`src/include/stc_pkg.sv`:
```
// constants and types shared by the stepper translator control block
package stc_pkg;
    // ==========================================================
    // timing
    localparam int unsigned CLK_PERIOD_NS = 10;
    localparam int unsigned WAKE_MAX_US   = 40;
    // longest time: round down to whole cycles
    localparam int unsigned WAKE_MAX_CYC  = (WAKE_MAX_US * 1000) / CLK_PERIOD_NS;
    // pin synchroniser, state change and output register eat these cycles
    localparam int unsigned SYNC_LAT_CYC  = 4;
    localparam int unsigned WAKE_WAIT_CYC = WAKE_MAX_CYC - SYNC_LAT_CYC;
    localparam int unsigned WAKE_CNT_W    = 12;

    // ==========================================================
    // electrical angle in 1/16-step units, 64 per electrical period
    localparam int unsigned ANGLE_W     = 6;
    localparam logic [5:0]  INIT_ANGLE  = 6'h08;
    localparam logic [5:0]  QUARTER_OFS = 6'h10;
    localparam logic [5:0]  STEP_FULL   = 6'h10;
    localparam logic [5:0]  STEP_HALF   = 6'h08;
    localparam logic [5:0]  STEP_QUART  = 6'h04;
    localparam logic [5:0]  STEP_EIGHTH = 6'h02;
    localparam logic [5:0]  STEP_SIXT   = 6'h01;

    // ==========================================================
    // pin input positions in the synchroniser bank
    localparam int unsigned IN_STEP  = 0;
    localparam int unsigned IN_OE    = 1;
    localparam int unsigned IN_STBY  = 2;
    localparam int unsigned IN_DIR   = 3;
    localparam int unsigned IN_SEL0  = 4;
    localparam int unsigned IN_SEL1  = 5;
    localparam int unsigned IN_COUNT = 6;

    // ==========================================================
    // decay level thresholds in millivolts
    localparam int unsigned LEVEL_W      = 12;
    localparam logic [11:0] SLOW_MAX_MV  = 12'h12c;
    localparam logic [11:0] MIX_MIN_MV   = 12'h190;
    localparam logic [11:0] MIX_MAX_MV   = 12'h3e8;
    localparam logic [11:0] FAST_MIN_MV  = 12'h5dc;

    // ==========================================================
    // current reference scaling
    localparam logic [11:0] VREF_DIV     = 12'h005;
    localparam logic [19:0] FULL_GAIN    = 20'h000b5;
    localparam int unsigned FULL_GAIN_SH = 7;

    // ==========================================================
    // types
    typedef enum logic [2:0] {
        ST_STANDBY = 3'h1,
        ST_WAKE    = 3'h2,
        ST_RUN     = 3'h4
    } stc_state_type;

    typedef enum logic [5:0] {
        MODE_FULL      = 6'h01,
        MODE_HALF_A    = 6'h02,
        MODE_HALF_B    = 6'h04,
        MODE_QUARTER   = 6'h08,
        MODE_EIGHTH    = 6'h10,
        MODE_SIXTEENTH = 6'h20
    } stc_mode_type;

    typedef enum logic [2:0] {
        DECAY_SLOW = 3'h1,
        DECAY_MIX  = 3'h2,
        DECAY_FAST = 3'h4
    } stc_decay_type;
endpackage

```
`src/logic/stc_sine_rom.sv`:
```
// two-port sine table giving the phase current for an electrical angle
`timescale 1ns/1ns
module stc_sine_rom (
    input  wire logic              clk_i,     // system clock
    input  wire logic              rst_n_i,   // synchronised reset, active low
    input  wire logic [5:0]        addr_a_i,  // angle for channel one
    input  wire logic [5:0]        addr_b_i,  // angle for channel two
    output logic signed [7:0]      data_a_o,  // registered current, channel one
    output logic signed [7:0]      data_b_o   // registered current, channel two
);
    // ==========================================================
    // quarter-wave table, mirrored and negated per quadrant
    function automatic logic [7:0] quarter(input logic [4:0] k);
        logic [7:0] v;
        v = 8'h00;
        case (k)
            5'h00: v = 8'h00;
            5'h01: v = 8'h0c;
            5'h02: v = 8'h19;
            5'h03: v = 8'h25;
            5'h04: v = 8'h31;
            5'h05: v = 8'h3c;
            5'h06: v = 8'h47;
            5'h07: v = 8'h51;
            5'h08: v = 8'h5a;
            5'h09: v = 8'h62;
            5'h0a: v = 8'h6a;
            5'h0b: v = 8'h70;
            5'h0c: v = 8'h75;
            5'h0d: v = 8'h7a;
            5'h0e: v = 8'h7d;
            5'h0f: v = 8'h7e;
            default: v = 8'h7f;
        endcase
        return v;
    endfunction

    function automatic logic [7:0] sine(input logic [5:0] a);
        logic [4:0] k;
        logic [4:0] km;
        logic [7:0] m;
        k  = {1'b0, a[3:0]};
        km = 5'h10 - k;
        m  = a[4] ? quarter(km) : quarter(k);
        return a[5] ? 8'(-m) : m;
    endfunction

    logic signed [7:0] nxt_a;
    logic signed [7:0] nxt_b;

    always_comb begin
        nxt_a = sine(addr_a_i);
        nxt_b = sine(addr_b_i);
    end

    always_ff @(posedge clk_i or negedge rst_n_i) begin
        if (!rst_n_i) begin
            data_a_o <= 8'sh00;
            data_b_o <= 8'sh00;
        end else begin
            data_a_o <= nxt_a;
            data_b_o <= nxt_b;
        end
    end
endmodule

```
`src/logic/stc_translator.sv`:
```
// stepper translator: step counting, enable, standby, mode, decay and limit
//
// Behaviour
// - with output enable low the bridge is off and the angle is kept.
// - with output enable low step pulses do not move the angle but still set the applied direction.
// - a mode change made while output enable is low takes effect when it returns high.
// - with standby low the bridge is off and the translator is held at its reset angle.
// - after standby rises the bridge becomes active within 40 microseconds.
// - right after a translator reset the angle is 45 degrees in every mode.
// - direction low makes channel two lag channel one by 90 degrees, high makes it lead.
// - a direction change takes effect at the next step rising edge, not before.
// - the two select inputs choose the excitation mode, per variant.
// - an unconnected control input reads as low.
// - the decay level selects slow, mixed or fast decay by its voltage band.
// - the current reference is divided by five, and by 0.7071 in fine full-step mode.
// - each step rising edge while enabled and running snaps the angle down to the grid of the selected mode, then moves it by one step.
`timescale 1ns/1ns
module stc_translator #(
    parameter bit         FINE_VARIANT    = 1'b0,  // 0: four-mode part, 1: fine part
    parameter bit         FINE_HAS_EIGHTH = 1'b1,  // fine part: code 10 is eighth step
    parameter logic [5:0] INPUT_CONNECTED = 6'h3f  // one bit per control pin
) (
    input  wire logic         sys_clk_i,           // 100 MHz clock
    input  wire logic         reset_n_i,           // async reset, active low
    input  wire logic         step_pulse_i,        // step pin
    input  wire logic         output_enable_i,     // output enable pin
    input  wire logic         standby_control_i,   // standby pin, low = standby
    input  wire logic         direction_select_i,  // direction pin
    input  wire logic         excitation_sel0_i,   // mode select pin 0
    input  wire logic         excitation_sel1_i,   // mode select pin 1
    input  wire logic [11:0]  decay_select_level_i,// decay level, millivolts
    input  wire logic [11:0]  vref_level_i,        // current reference, millivolts
    output logic              bridge_on_o,         // high: bridge may conduct
    output logic              standby_o,           // high: in standby
    output logic [5:0]        elec_angle_o,        // electrical angle, 1/16 steps
    output logic [5:0]        active_mode_o,       // applied mode, one-hot
    output logic              dir_applied_o,       // direction in use
    output logic [2:0]        decay_mode_o,        // decay mode, one-hot
    output logic [11:0]       current_limit_o,     // sense threshold, millivolts
    output logic signed [7:0] ch1_current_o,       // channel one current target
    output logic signed [7:0] ch2_current_o        // channel two current target
);
    // ==========================================================
    // elaboration checks
    if (stc_pkg::WAKE_MAX_CYC <= stc_pkg::SYNC_LAT_CYC) begin : g_bad_wake
        $error("wake delay shorter than the pin latency");
    end
    if (stc_pkg::WAKE_WAIT_CYC >= (1 << stc_pkg::WAKE_CNT_W)) begin : g_bad_cnt
        $error("wake counter too narrow");
    end

    // ==========================================================
    // reset release
    logic rst_meta_ff;
    logic rst_n_ff;

    always_ff @(posedge sys_clk_i or negedge reset_n_i) begin
        if (!reset_n_i) begin
            rst_meta_ff <= 1'b0;
            rst_n_ff    <= 1'b0;
        end else begin
            rst_meta_ff <= 1'b1;
            rst_n_ff    <= rst_meta_ff;
        end
    end

    // ==========================================================
    // pin synchronisers
    logic [5:0] pin_raw;
    logic [5:0] sync1_ff;
    logic [5:0] sync2_ff;

    assign pin_raw = {excitation_sel1_i, excitation_sel0_i, direction_select_i,
                      standby_control_i, output_enable_i, step_pulse_i} & INPUT_CONNECTED;

    for (genvar i = 0; i < stc_pkg::IN_COUNT; i++) begin : g_sync
        always_ff @(posedge sys_clk_i or negedge rst_n_ff) begin
            if (!rst_n_ff) begin
                sync1_ff[i] <= 1'b0;
                sync2_ff[i] <= 1'b0;
            end else begin
                sync1_ff[i] <= pin_raw[i];
                sync2_ff[i] <= sync1_ff[i];
            end
        end
    end

    logic step_s;
    logic oe_s;
    logic stby_s;
    logic dir_s;
    assign step_s = sync2_ff[stc_pkg::IN_STEP];
    assign oe_s   = sync2_ff[stc_pkg::IN_OE];
    assign stby_s = sync2_ff[stc_pkg::IN_STBY];
    assign dir_s  = sync2_ff[stc_pkg::IN_DIR];

    // ==========================================================
    // translator state
    stc_pkg::stc_state_type  state_ff, nxt_state;
    stc_pkg::stc_mode_type   mode_ff, nxt_mode, mode_dec;
    stc_pkg::stc_decay_type  decay_ff, nxt_decay;
    logic [11:0] wake_cnt_ff, nxt_wake_cnt;
    logic [5:0]  angle_ff, nxt_angle;
    logic        step_prev_ff, nxt_step_prev;
    logic        dir_ff, nxt_dir;
    logic        bridge_on_ff, nxt_bridge_on;
    logic [11:0] limit_ff, nxt_limit;
    logic        step_rise;
    logic        adv_ok;
    logic [5:0]  step_sz;
    logic [5:0]  base;
    logic [11:0] lim_div;
    logic [19:0] lim_full;

    // rising edge of the synchronised step
    assign step_rise = step_s & ~step_prev_ff;
    // steps pass only while enabled and running
    assign adv_ok    = oe_s && (state_ff == stc_pkg::ST_RUN);

    always_comb begin
        case ({sync2_ff[stc_pkg::IN_SEL0], sync2_ff[stc_pkg::IN_SEL1]})
            2'b00: mode_dec = stc_pkg::MODE_FULL;
            2'b01: mode_dec = stc_pkg::MODE_HALF_A;
            2'b10: mode_dec = !FINE_VARIANT ? stc_pkg::MODE_HALF_B :
                              FINE_HAS_EIGHTH ? stc_pkg::MODE_EIGHTH : stc_pkg::MODE_QUARTER;
            default: mode_dec = FINE_VARIANT ? stc_pkg::MODE_SIXTEENTH : stc_pkg::MODE_QUARTER;
        endcase
        case (mode_ff)
            stc_pkg::MODE_FULL:      step_sz = stc_pkg::STEP_FULL;
            stc_pkg::MODE_HALF_A:    step_sz = stc_pkg::STEP_HALF;
            stc_pkg::MODE_HALF_B:    step_sz = stc_pkg::STEP_HALF;
            stc_pkg::MODE_QUARTER:   step_sz = stc_pkg::STEP_QUART;
            stc_pkg::MODE_EIGHTH:    step_sz = stc_pkg::STEP_EIGHTH;
            default:                 step_sz = stc_pkg::STEP_SIXT;
        endcase
        // snap to the grid of the current mode so a coarser mode lands on its own points
        base = (angle_ff - stc_pkg::INIT_ANGLE) & ~(step_sz - 6'h01);

        nxt_state     = state_ff;
        nxt_wake_cnt  = wake_cnt_ff;
        nxt_angle     = angle_ff;
        nxt_step_prev = step_s;
        nxt_dir       = dir_ff;
        // mode frozen while disabled, taken on when enable is high
        nxt_mode      = oe_s ? mode_dec : mode_ff;

        case (state_ff)
            stc_pkg::ST_STANDBY: begin
                nxt_wake_cnt = 12'h000;
                if (stby_s) begin
                    nxt_state = stc_pkg::ST_WAKE;
                end
            end
            stc_pkg::ST_WAKE: begin
                nxt_wake_cnt = wake_cnt_ff + 12'h001;
                if (wake_cnt_ff == 12'(stc_pkg::WAKE_WAIT_CYC - 1)) begin
                    nxt_state = stc_pkg::ST_RUN;
                end
            end
            stc_pkg::ST_RUN: begin
                nxt_wake_cnt = 12'h000;
            end
            default: nxt_state = stc_pkg::ST_STANDBY;
        endcase

        // direction taken only at a step edge
        if (step_rise) begin
            nxt_dir = dir_s;
        end
        // one step per edge; sign picks the lag or lead of channel two
        if (step_rise && adv_ok) begin
            nxt_angle = dir_s ? base + stc_pkg::INIT_ANGLE - step_sz
                              : base + stc_pkg::INIT_ANGLE + step_sz;
        end
        // standby holds translator reset; reset angle is 45 degrees
        if (!stby_s) begin
            nxt_state = stc_pkg::ST_STANDBY;
            nxt_angle = stc_pkg::INIT_ANGLE;
        end
        // bridge off while disabled or not yet running
        nxt_bridge_on = oe_s && stby_s && (state_ff == stc_pkg::ST_RUN);
    end

    // ==========================================================
    // decay band and current limit
    always_comb begin
        // band decode, the gaps between bands keep the last mode
        nxt_decay = decay_ff;
        if (decay_select_level_i <= stc_pkg::SLOW_MAX_MV) begin
            nxt_decay = stc_pkg::DECAY_SLOW;
        end else if (decay_select_level_i >= stc_pkg::MIX_MIN_MV &&
                     decay_select_level_i <= stc_pkg::MIX_MAX_MV) begin
            nxt_decay = stc_pkg::DECAY_MIX;
        end else if (decay_select_level_i >= stc_pkg::FAST_MIN_MV) begin
            nxt_decay = stc_pkg::DECAY_FAST;
        end
        // divide by five, fine full step gains 1/0.7071
        lim_div  = vref_level_i / stc_pkg::VREF_DIV;
        lim_full = (20'(lim_div) * stc_pkg::FULL_GAIN) >> stc_pkg::FULL_GAIN_SH;
        nxt_limit = (FINE_VARIANT && mode_ff == stc_pkg::MODE_FULL) ? lim_full[11:0] : lim_div;
    end

    always_ff @(posedge sys_clk_i or negedge rst_n_ff) begin
        if (!rst_n_ff) begin
            state_ff     <= stc_pkg::ST_STANDBY;
            mode_ff      <= stc_pkg::MODE_FULL;
            decay_ff     <= stc_pkg::DECAY_SLOW;
            wake_cnt_ff  <= 12'h000;
            angle_ff     <= stc_pkg::INIT_ANGLE;
            step_prev_ff <= 1'b0;
            dir_ff       <= 1'b0;
            bridge_on_ff <= 1'b0;
            limit_ff     <= 12'h000;
        end else begin
            state_ff     <= nxt_state;
            mode_ff      <= nxt_mode;
            decay_ff     <= nxt_decay;
            wake_cnt_ff  <= nxt_wake_cnt;
            angle_ff     <= nxt_angle;
            step_prev_ff <= nxt_step_prev;
            dir_ff       <= nxt_dir;
            bridge_on_ff <= nxt_bridge_on;
            limit_ff     <= nxt_limit;
        end
    end

    // ==========================================================
    // current targets: channel two sits a quarter period behind channel one
    stc_sine_rom u_rom (
        .clk_i    (sys_clk_i),
        .rst_n_i  (rst_n_ff),
        .addr_a_i (angle_ff),
        .addr_b_i (angle_ff - stc_pkg::QUARTER_OFS),
        .data_a_o (ch1_current_o),
        .data_b_o (ch2_current_o)
    );

    assign bridge_on_o     = bridge_on_ff;
    assign standby_o       = (state_ff == stc_pkg::ST_STANDBY);
    assign elec_angle_o    = angle_ff;
    assign active_mode_o   = mode_ff;
    assign dir_applied_o   = dir_ff;
    assign decay_mode_o    = decay_ff;
    assign current_limit_o = limit_ff;
endmodule

```
`config.mk`:
```
export PLATFORM = sky130hd
export DESIGN_NAME = stc_translator
export DESIGN_NICKNAME = d
export VERILOG_FILES = /design/src/include/stc_pkg.sv /design/src/logic/stc_sine_rom.sv /design/src/logic/stc_translator.sv
export SDC_FILE = /design/constraint.sdc
export NUM_CORES = 1
export LEC_CHECK = 0
export ABC_AREA = 1
export BUFFER_PORTS_ARGS = -buffer_cell sky130_fd_sc_hd__buf_2
export CORE_MARGIN = 2
export CORE_UTILIZATION = 47
export DETAILED_ROUTE_END_ITERATION = 16
export HOLD_SLACK_MARGIN = 0.03
export PLACE_DENSITY = 0.7
export SLEW_MARGIN = 20
export SYNTH_ARGS = -nofsm -noshare
export SYNTH_HDL_FRONTEND = slang
export SYNTH_SLANG_ARGS = --single-unit
```
`constraint.sdc`:
```
create_clock -name sys_clk_i -period 2.8 [get_ports sys_clk_i]
set_clock_uncertainty 0.05 [all_clocks]
set_input_delay 0.7 -clock sys_clk_i [delete_from_list [all_inputs] [get_ports sys_clk_i]]
set_output_delay 0.7 -clock sys_clk_i [all_outputs]
set_load 0.05 [all_outputs]
```
==> results of run 1 <==
## power by group through the flow
| stage | clock [W] | combinational [W] | sequential (W) |
|---|---|---|---|
| after CTS | 0.000890 | 0.00122 | 0.00117 |
| after floorplan | 0 | 0.000631 | 0.00142 |
| after global routing | 0.000938 | 0.00138 | 0.00119 |
| after global placement | 0 | 0.00109 | 0.00119 |
| final | 0.000870 | 0.00127 | 0.00117 |
| after detailed placement | 0 | 0.00112 | 0.00119 |
## stage by stage
stage | worst slack, ns | setup TNS, ns | hold WS (ns) | instances | utilization (%)
after CTS | -0.6647 | -1.691 | 0.04406 | 800 | 60.14
after global placement | -0.8562 | -2.390 | 0.2817 | 778 | 56.19
after floorplan | -0.5831 | -1.272 | 0.2812 | 572 | -
final | -0.7152 | -2.013 | 0.05515 | 802 | 61.13
after detailed placement | -1.102 | -3.368 | 0.2847 | 778 | 56.19
after global routing | -1.014 | -2.960 | 0.04129 | 802 | 61.13
## layer usage
metal | share of wire (%) | global-route usage, % | vias to the layer above
met2 | 52 | 38.05 | 102
met3 | 3.6 | 2.913 | 26
met5 | 0 | 0 | -
li1 | - | - | 2077
met1 | 42 | 21.50 | 1919
met4 | 2.6 | 9.484 | 0
## sequential cells by signal, summed over array words and instances (netlist names), 2 cells and up
signal           flops
u_rom.data_b_o       8
sync2_ff             2
active_mode_o        4
decay_mode_o         3
sync1_ff             6
current_limit_o     10
state_ff             3
elec_angle_o         6
u_rom.data_a_o       8
wake_cnt_ff         12
## cell usage after synthesis (2+ instances only)
master and instances:
dfstp_2 4, a21oi_2 2, nand2_4 6, nand3_1 40, dfrtp_1 67, xor2_1 8
nor4_1 2, o21a_1 4, o31ai_1 2, xnor2_1 8, a31oi_1 4, inv_1 80
nand3_2 7, o21ai_0 45, buf_4 4, ha_1 18, nand4_1 5, nor2_1 44
o22ai_1 8, clkbuf_1 5, or2_2 2, o211ai_1 2, o41ai_1 2, nand2_1 115
conb_1 2, a21oi_1 26, nand2_2 20, nor2_2 2, nor3_1 10, inv_2 12
## cells in the final DEF, fill, tap and decap left out, types with 5 or more instances in the layout
cell,n
nand2_1,103
inv_1,74
buf_2,71
dfrtp_1,63
nor2_1,43
o21ai_0,43
buf_4,37
nand3_1,31
a21oi_1,26
nand2_2,24
ha_1,16
inv_2,15
nand2_4,14
nand3_2,12
clkbuf_8,9
nor3_1,8
xnor2_1,8
xor2_1,8
o22ai_1,8
nand4_1,5
conb_1,5
## worst reg2reg max path, cell delays in order, from the launching register on
cell,delay [ns]
dfrtp_2,0.37
inv_2,0.07
ha_2,0.20
ha_4,0.27
inv_2,0.05
o21ai_2,0.13
a21oi_1,0.08
a311oi_2,0.30
buf_4,0.16
nand2_1,0.03
o21ai_0,0.13
nand3_1,0.16
o31ai_1,0.33
xnor2_1,0.17
## layout make-up
cell class	count	area (um^2)	area share [%]
flip-flops and latches	71	1787	31.93
clock buffers	9	123.9	2.214
inverters	93	357.8	6.395
repair buffers	112	686.9	12.28
multi-input cells	399	2414	43.13
clock inverters	7	87.58	1.565
well taps	111	138.9	2.482
## timing repair
action                                  CTS  global route
hold endpoints to repair                  0             0
hold buffers                              0             0
pin swaps                                17            10
resized for setup                        25            22
endpoints found under the setup margin    4            15
buffers inserted                          6             2
## worst max-delay path by stage
stage                          startpoint                      endpoint  slack (ns)  cells past startpoint
after floorplan           vref_level_i[9]  current_limit_o[0]$_DFF_PN0_       -0.58                     37
after global placement    vref_level_i[9]  current_limit_o[0]$_DFF_PN0_       -0.86                     36
after detailed placement  vref_level_i[9]  current_limit_o[0]$_DFF_PN0_       -1.10                     32
after CTS                 vref_level_i[9]  current_limit_o[0]$_DFF_PN0_       -0.66                     38
after global routing      vref_level_i[9]  current_limit_o[0]$_DFF_PN0_       -1.01                     38
final                     vref_level_i[9]  current_limit_o[0]$_DFF_PN0_       -0.72                     38
## cells by family (layout without fill, tap and decap cells)
| group | count (synthesis) | after routing |
|---|---|---|
| AOI/OAI and AO/OA | 105 | 105 |
| xor gates and xnor gates | 16 | 16 |
| adders and majority gates | 19 | 19 |
| buffers and inverters | 102 | 221 |
| DFF | 71 | 71 |
| other | 2 | 5 |
| and+or+nand+nor | 254 | 254 |
==> summary.txt, run 1 <==
Clk root buf -> clkbuf_8
Net Switching -> 0.001344 W
Wire per inst -> 12.14 um
Worst R2R Setup Slack -> 0.20 ns
Post-synthesis mux area share -> 0%
Grt ovf -> 0
Post-synth top area share -> 38.33%
Most common cell on crit path -> nand2_2
Synth Area in XOR/XNOR -> 3.204%
Clock power share -> 26.3%
Synth Area in Simple Gates -> 27.09%
DRT Pass-1 Iters -> 4
Final #Nets -> 737
Core ar. -> 9153 um^2
DP HPWL -> 7376 um
Largest net degree at the start of global routing -> 36
Peak supply drop -> 377.4 uV
Worst Path Required -> 3.00 ns
Sequential area share after synthesis -> 40.73%
Worst setup margin -> -0.7152 ns
Worst EP arrival -> 3.72 ns
CTS Buf Count -> 9
Failing checks -> negative setup slack
Antenna viol nets, final -> 0
Startpoint Class -> primary input
Worst path max stage delay -> 0.20 ns
Power share of the combinational group -> 38.3%
Rows -> 35
Crit path kind -> in2reg
Bufs on Longest Clock Path -> 2
Synth cell types -> 43
I/O Buffers -> 73
Slew @ Worst Pin -> 0.7464 ns
H-tree depth -> 3
Avg Cell Area, Syn -> 7.688 um^2
Synth Instances -> 569
R2R Path End -> u_rom.data_b_o[5]$_DFF_PN0_
Layout cell share with drive strength beyond 1 -> 32.85%
Vias in the first global route -> 4048
Chip width -> 100.5 um
Clk slew on worst S/H paths -> 0.08 ns
Slowest-stage cell, CP -> a21oi_4
Area contributors post-synth -> dfrtp_1 (38%), nand2_1 (9.9%), inv_1 (6.9%)
Post-route DRC -> 0
Number of synthesized flops with an enable pin -> 0
First-pass GRT wire length -> 16530 um
Fin crit period -> 3.515 ns
Maxcap violations -> 0
Dpl cell area -> 5142 um^2
Area Growth Syn to Fin -> 27.92%
Worst-skew pair later-pin latency -> 0.36 ns
Compound-cell area share of the yosys netlist -> 14.10%
Total chip power -> 0.003310 W
Slew Limit Fails -> 0
Vias/cell -> 5.142
CTS tree -> built
Lkg Pwr -> 2.868 nW
Depth of the most critical reg-to-reg path -> 13
Post-Route WL -> 9740 um
Warnings from Yosys -> 0
Final cell area excluding filler cells -> 5595 um^2
Leading area contributor after synthesis -> dfrtp_1
Synth Area in Adders -> 5.606%
Mapped Area -> 4374 um^2
Worst path top cell family by delay -> simple AND/OR/NAND/NOR gates
Seq cells post-synth -> 71
Initial antenna violation count -> 0
Hold Crit Class -> in2async
Die area -> 10090 um^2
Sequential power share -> 35.4%
Status -> finished, violations left
Largest family of logic cells by synthesized area -> simple AND/OR/NAND/NOR gates
Rel. slew slack -> 50.24%
Starting Density -> 47.79%
Share of flip-flops with an asynchronous set or reset -> 100.0%
Buf+Inv Stages, Crit Path -> 5
Pint -> 0.001966 W
Die Ht -> 100.5 um
Most common flop cell mapped by yosys -> dfrtp_1
Clk sink count -> 71
CP max FO -> 5
RSZ-0062 raised after global routing -> yes
GP Congestion -> 0.8876
Antenna Cells -> 0
Filler instances -> 774
Final hold vios -> 0
DRT iter0 DRCs -> 140
Vias -> 4124
PD cells -> 591.5 nW/um^2
Fin crit share -> 125.5%
Highest clock rate -> 284.5 MHz
CP Capture Type -> flip-flop
Sw Share -> 40.59%
Worst r2r src -> elec_angle_o[1]$_DFFE_PN0P_
Ports -> 78
Setup-failing EPs final -> 4
Total Routing Usage GR -> 19.97%
Note: power is estimated with default switching activity, not from simulation.
==> run 2: changes to the inputs <==
- clock period: 2.8 -> 3.35 ns (I/O delays scaled with it)
==> summary.txt, run 2 (synthesis results as in run 1) <==
I/O Buffers -> 73 (unchanged)
Slew @ Worst Pin -> 0.6805 ns (-0.06588 ns)
Crit path kind -> in2reg
Vias/cell -> 5.144 (about the same)
Largest net degree at the start of global routing -> 41 (+14%)
Worst EP arrival -> 3.93 ns (+0.21 ns)
Top reg by flops -> wake_cnt_ff
DRT Pass-1 Iters -> 4 (unchanged)
Startpoint Class -> primary input
Top layer in use -> met4
Slew Limit Fails -> 0 (unchanged)
Bufs on Longest Clock Path -> 2 (unchanged)
Starting Density -> 47.79% (unchanged)
Met2 wire len -> 5227 um (+2.8%)
Fin crit share -> 111.2%
Sw Share -> 39.70% (-0.90 points)
Layout cell share with drive strength beyond 1 -> 31.00% (-1.8 points)
Power share of the combinational group -> 39.2% (+0.9 points)
First-pass GRT wire length -> 16910 um (+2.3%)
Final cell area excluding filler cells -> 5617 um^2 (+0.38%)
Highest clock rate -> 268.5 MHz
Total Routing Usage GR -> 20.69% (+0.71 points)
Clk sink count -> 71 (unchanged)
Area Growth Syn to Fin -> 28.40%
Status -> finished, violations left
Maxcap violations -> 0 (unchanged)
Fin crit period -> 3.725 ns
Sequential power share -> 33.7% (-1.7 points)
Slowest-stage cell, CP -> a21oi_4
Worst setup margin -> -0.3745 ns (+0.3407 ns)
Fin cells -> 798 (-0.50%)
Antenna viol nets, final -> 0 (unchanged)
DP HPWL -> 7431 um (+0.75%)
Dpl ws -> -0.6250 ns (+0.4768 ns)
Lkg Pwr -> 2.874 nW (+0.19%)
Clock power share -> 27.1% (+0.8 points)
Final hold vios -> 0 (unchanged)
Leading cell type in the layout, fill and taps excluded -> nand2_1
Post-Route WL -> 10210 um (+4.8%)
Cells after DPL -> 770 (-1.0%)
H-tree depth -> 3 (unchanged)
Chip width -> 100.5 um (unchanged)
PD cells -> 518.4 nW/um^2 (-12%)
Clk slew on worst S/H paths -> 0.08 ns (about the same)
GP Congestion -> 0.9049 (+1.9%)
Commonest non-fill, non-tap cells in the layout -> nand2_1 (100), inv_1 (78), buf_2 (72), dfrtp_1 (66), o21ai_0 (45)
Die area -> 10090 um^2 (unchanged)
Vias in the first global route -> 4038 (-0.25%)
Core ar. -> 9153 um^2 (unchanged)
Final #Nets -> 733 (-0.54%)
Die Ht -> 100.5 um (unchanged)
Pint -> 0.001756 W (-11%)
Worst path top cell family by delay -> simple AND/OR/NAND/NOR gates
Hold Crit Class -> in2async
Buf+Inv Stages, Crit Path -> 9 (+4)
Peak supply drop -> 293.2 uV (-22%)
Vias -> 4105 (-0.46%)
WL met3 -> 444 um (+27%)
Wire per inst -> 12.79 um (+5.3%)
CP max FO -> 5 (unchanged)
Dpl cell area -> 5041 um^2 (-2.0%)
Setup-failing EPs final -> 2 (-2)
Worst Path Required -> 3.55 ns (+0.55 ns)
Worst-skew pair later-pin latency -> 0.35 ns (about the same)
DRT iter0 DRCs -> 157 (+12%)
Grt ovf -> 0 (unchanged)
Post-route DRC -> 0 (unchanged)
CTS Buf Count -> 9 (unchanged)
Largest register FFs -> 12 (unchanged)
Rows -> 35 (unchanged)
Cts-stage hold buffer count -> 0 (unchanged)
Ports -> 78 (unchanged)
Failing checks -> negative setup slack
Worst path max stage delay -> 0.17 ns (-0.03 ns)
Rel. slew slack -> 54.63% (+4.4 points)
WL met1 -> 4329 um (+7.0%)
Total chip power -> 0.002912 W (-12%)
Net Switching -> 0.001156 W (-14%)
RSZ-0062 raised after global routing -> yes
Antenna Cells -> 0 (unchanged)
Clk root buf -> clkbuf_8
CP Capture Type -> flip-flop
CTS tree -> built
Initial antenna violation count -> 0 (unchanged)
run 2: path summary, 6_finish.rpt:
| check | slack [ns] | end | from | depth (start not counted) |
|---|---|---|---|---|
| hold / removal | 0.20 | rst_n_ff$_DFF_PN0_ | reset_n_i | 1 |
| setup reg to reg | 0.34 | u_rom.data_a_o[6]$_DFF_PN0_ | elec_angle_o[2]$_DFFE_PN0P_ | 13 |
| min in group sys_clk_i | 0.30 | sync2_ff[5]$_DFF_PN0_ | sync1_ff[5]$_DFF_PN0_ | 0 |
| setup / recovery | -0.37 | current_limit_o[1]$_DFF_PN0_ | vref_level_i[9] | 36 |
| max in group asynchronous | 2.27 | state_ff[0]$_DFFE_PN1P_ | rst_n_ff$_DFF_PN0_ | 1 |
| hold reg to reg | 0.27 | decay_mode_o[2]$_DFFE_PN0P_ | rst_n_ff$_DFF_PN0_ | 0 |
run 2: routing by layer:
layer / up-vias / track usage (%)
met5: - / 0
met4: 0 / 8.851
met3: 18 / 4.230
met2: 103 / 36.19
met1: 1908 / 24.67
li1: 2076 / -
run 2: what timing repair did:
action,CTS,global route
buffers inserted,7,5
gates resized for setup,23,35
pin swaps,11,24
endpoints found under the setup margin,2,3
run 2: per-stage QoR:
step	hold slack (ns)	setup TNS, ns	utilization, %
2_1_floorplan	0.2812	-0.2295	-
3_3_place_gp	0.2829	-0.7826	55.08
3_5_place_dp	0.2858	-1.302	55.08
4_1_cts	0.1885	-0.2602	59.30
5_1_grt	0.1805	-1.316	61.37
6_report	0.2041	-0.7378	61.37
run 2: area by class of cell:
| cell class | count | area, um^2 |
|---|---|---|
| inverters | 93 | 360.3 |
| well taps | 111 | 138.9 |
| clock buffers | 10 | 137.6 |
| flip-flops and latches | 71 | 1783 |
| repair buffers | 108 | 654.4 |
| clock inverters | 6 | 91.34 |
| fillers | 833 | 3536 |
| multi-input cells | 399 | 2451 |
run 2: power by group through the flow:
stage / registers, W / logic (W) / clock network, W
after floorplan: 0.00118 / 0.000521 / 0
after global placement: 0.000994 / 0.000899 / 0
after detailed placement: 0.000998 / 0.000927 / 0
after CTS: 0.000983 / 0.000985 / 0.000812
after global routing: 0.000992 / 0.00124 / 0.000858
final: 0.000981 / 0.00114 / 0.000789
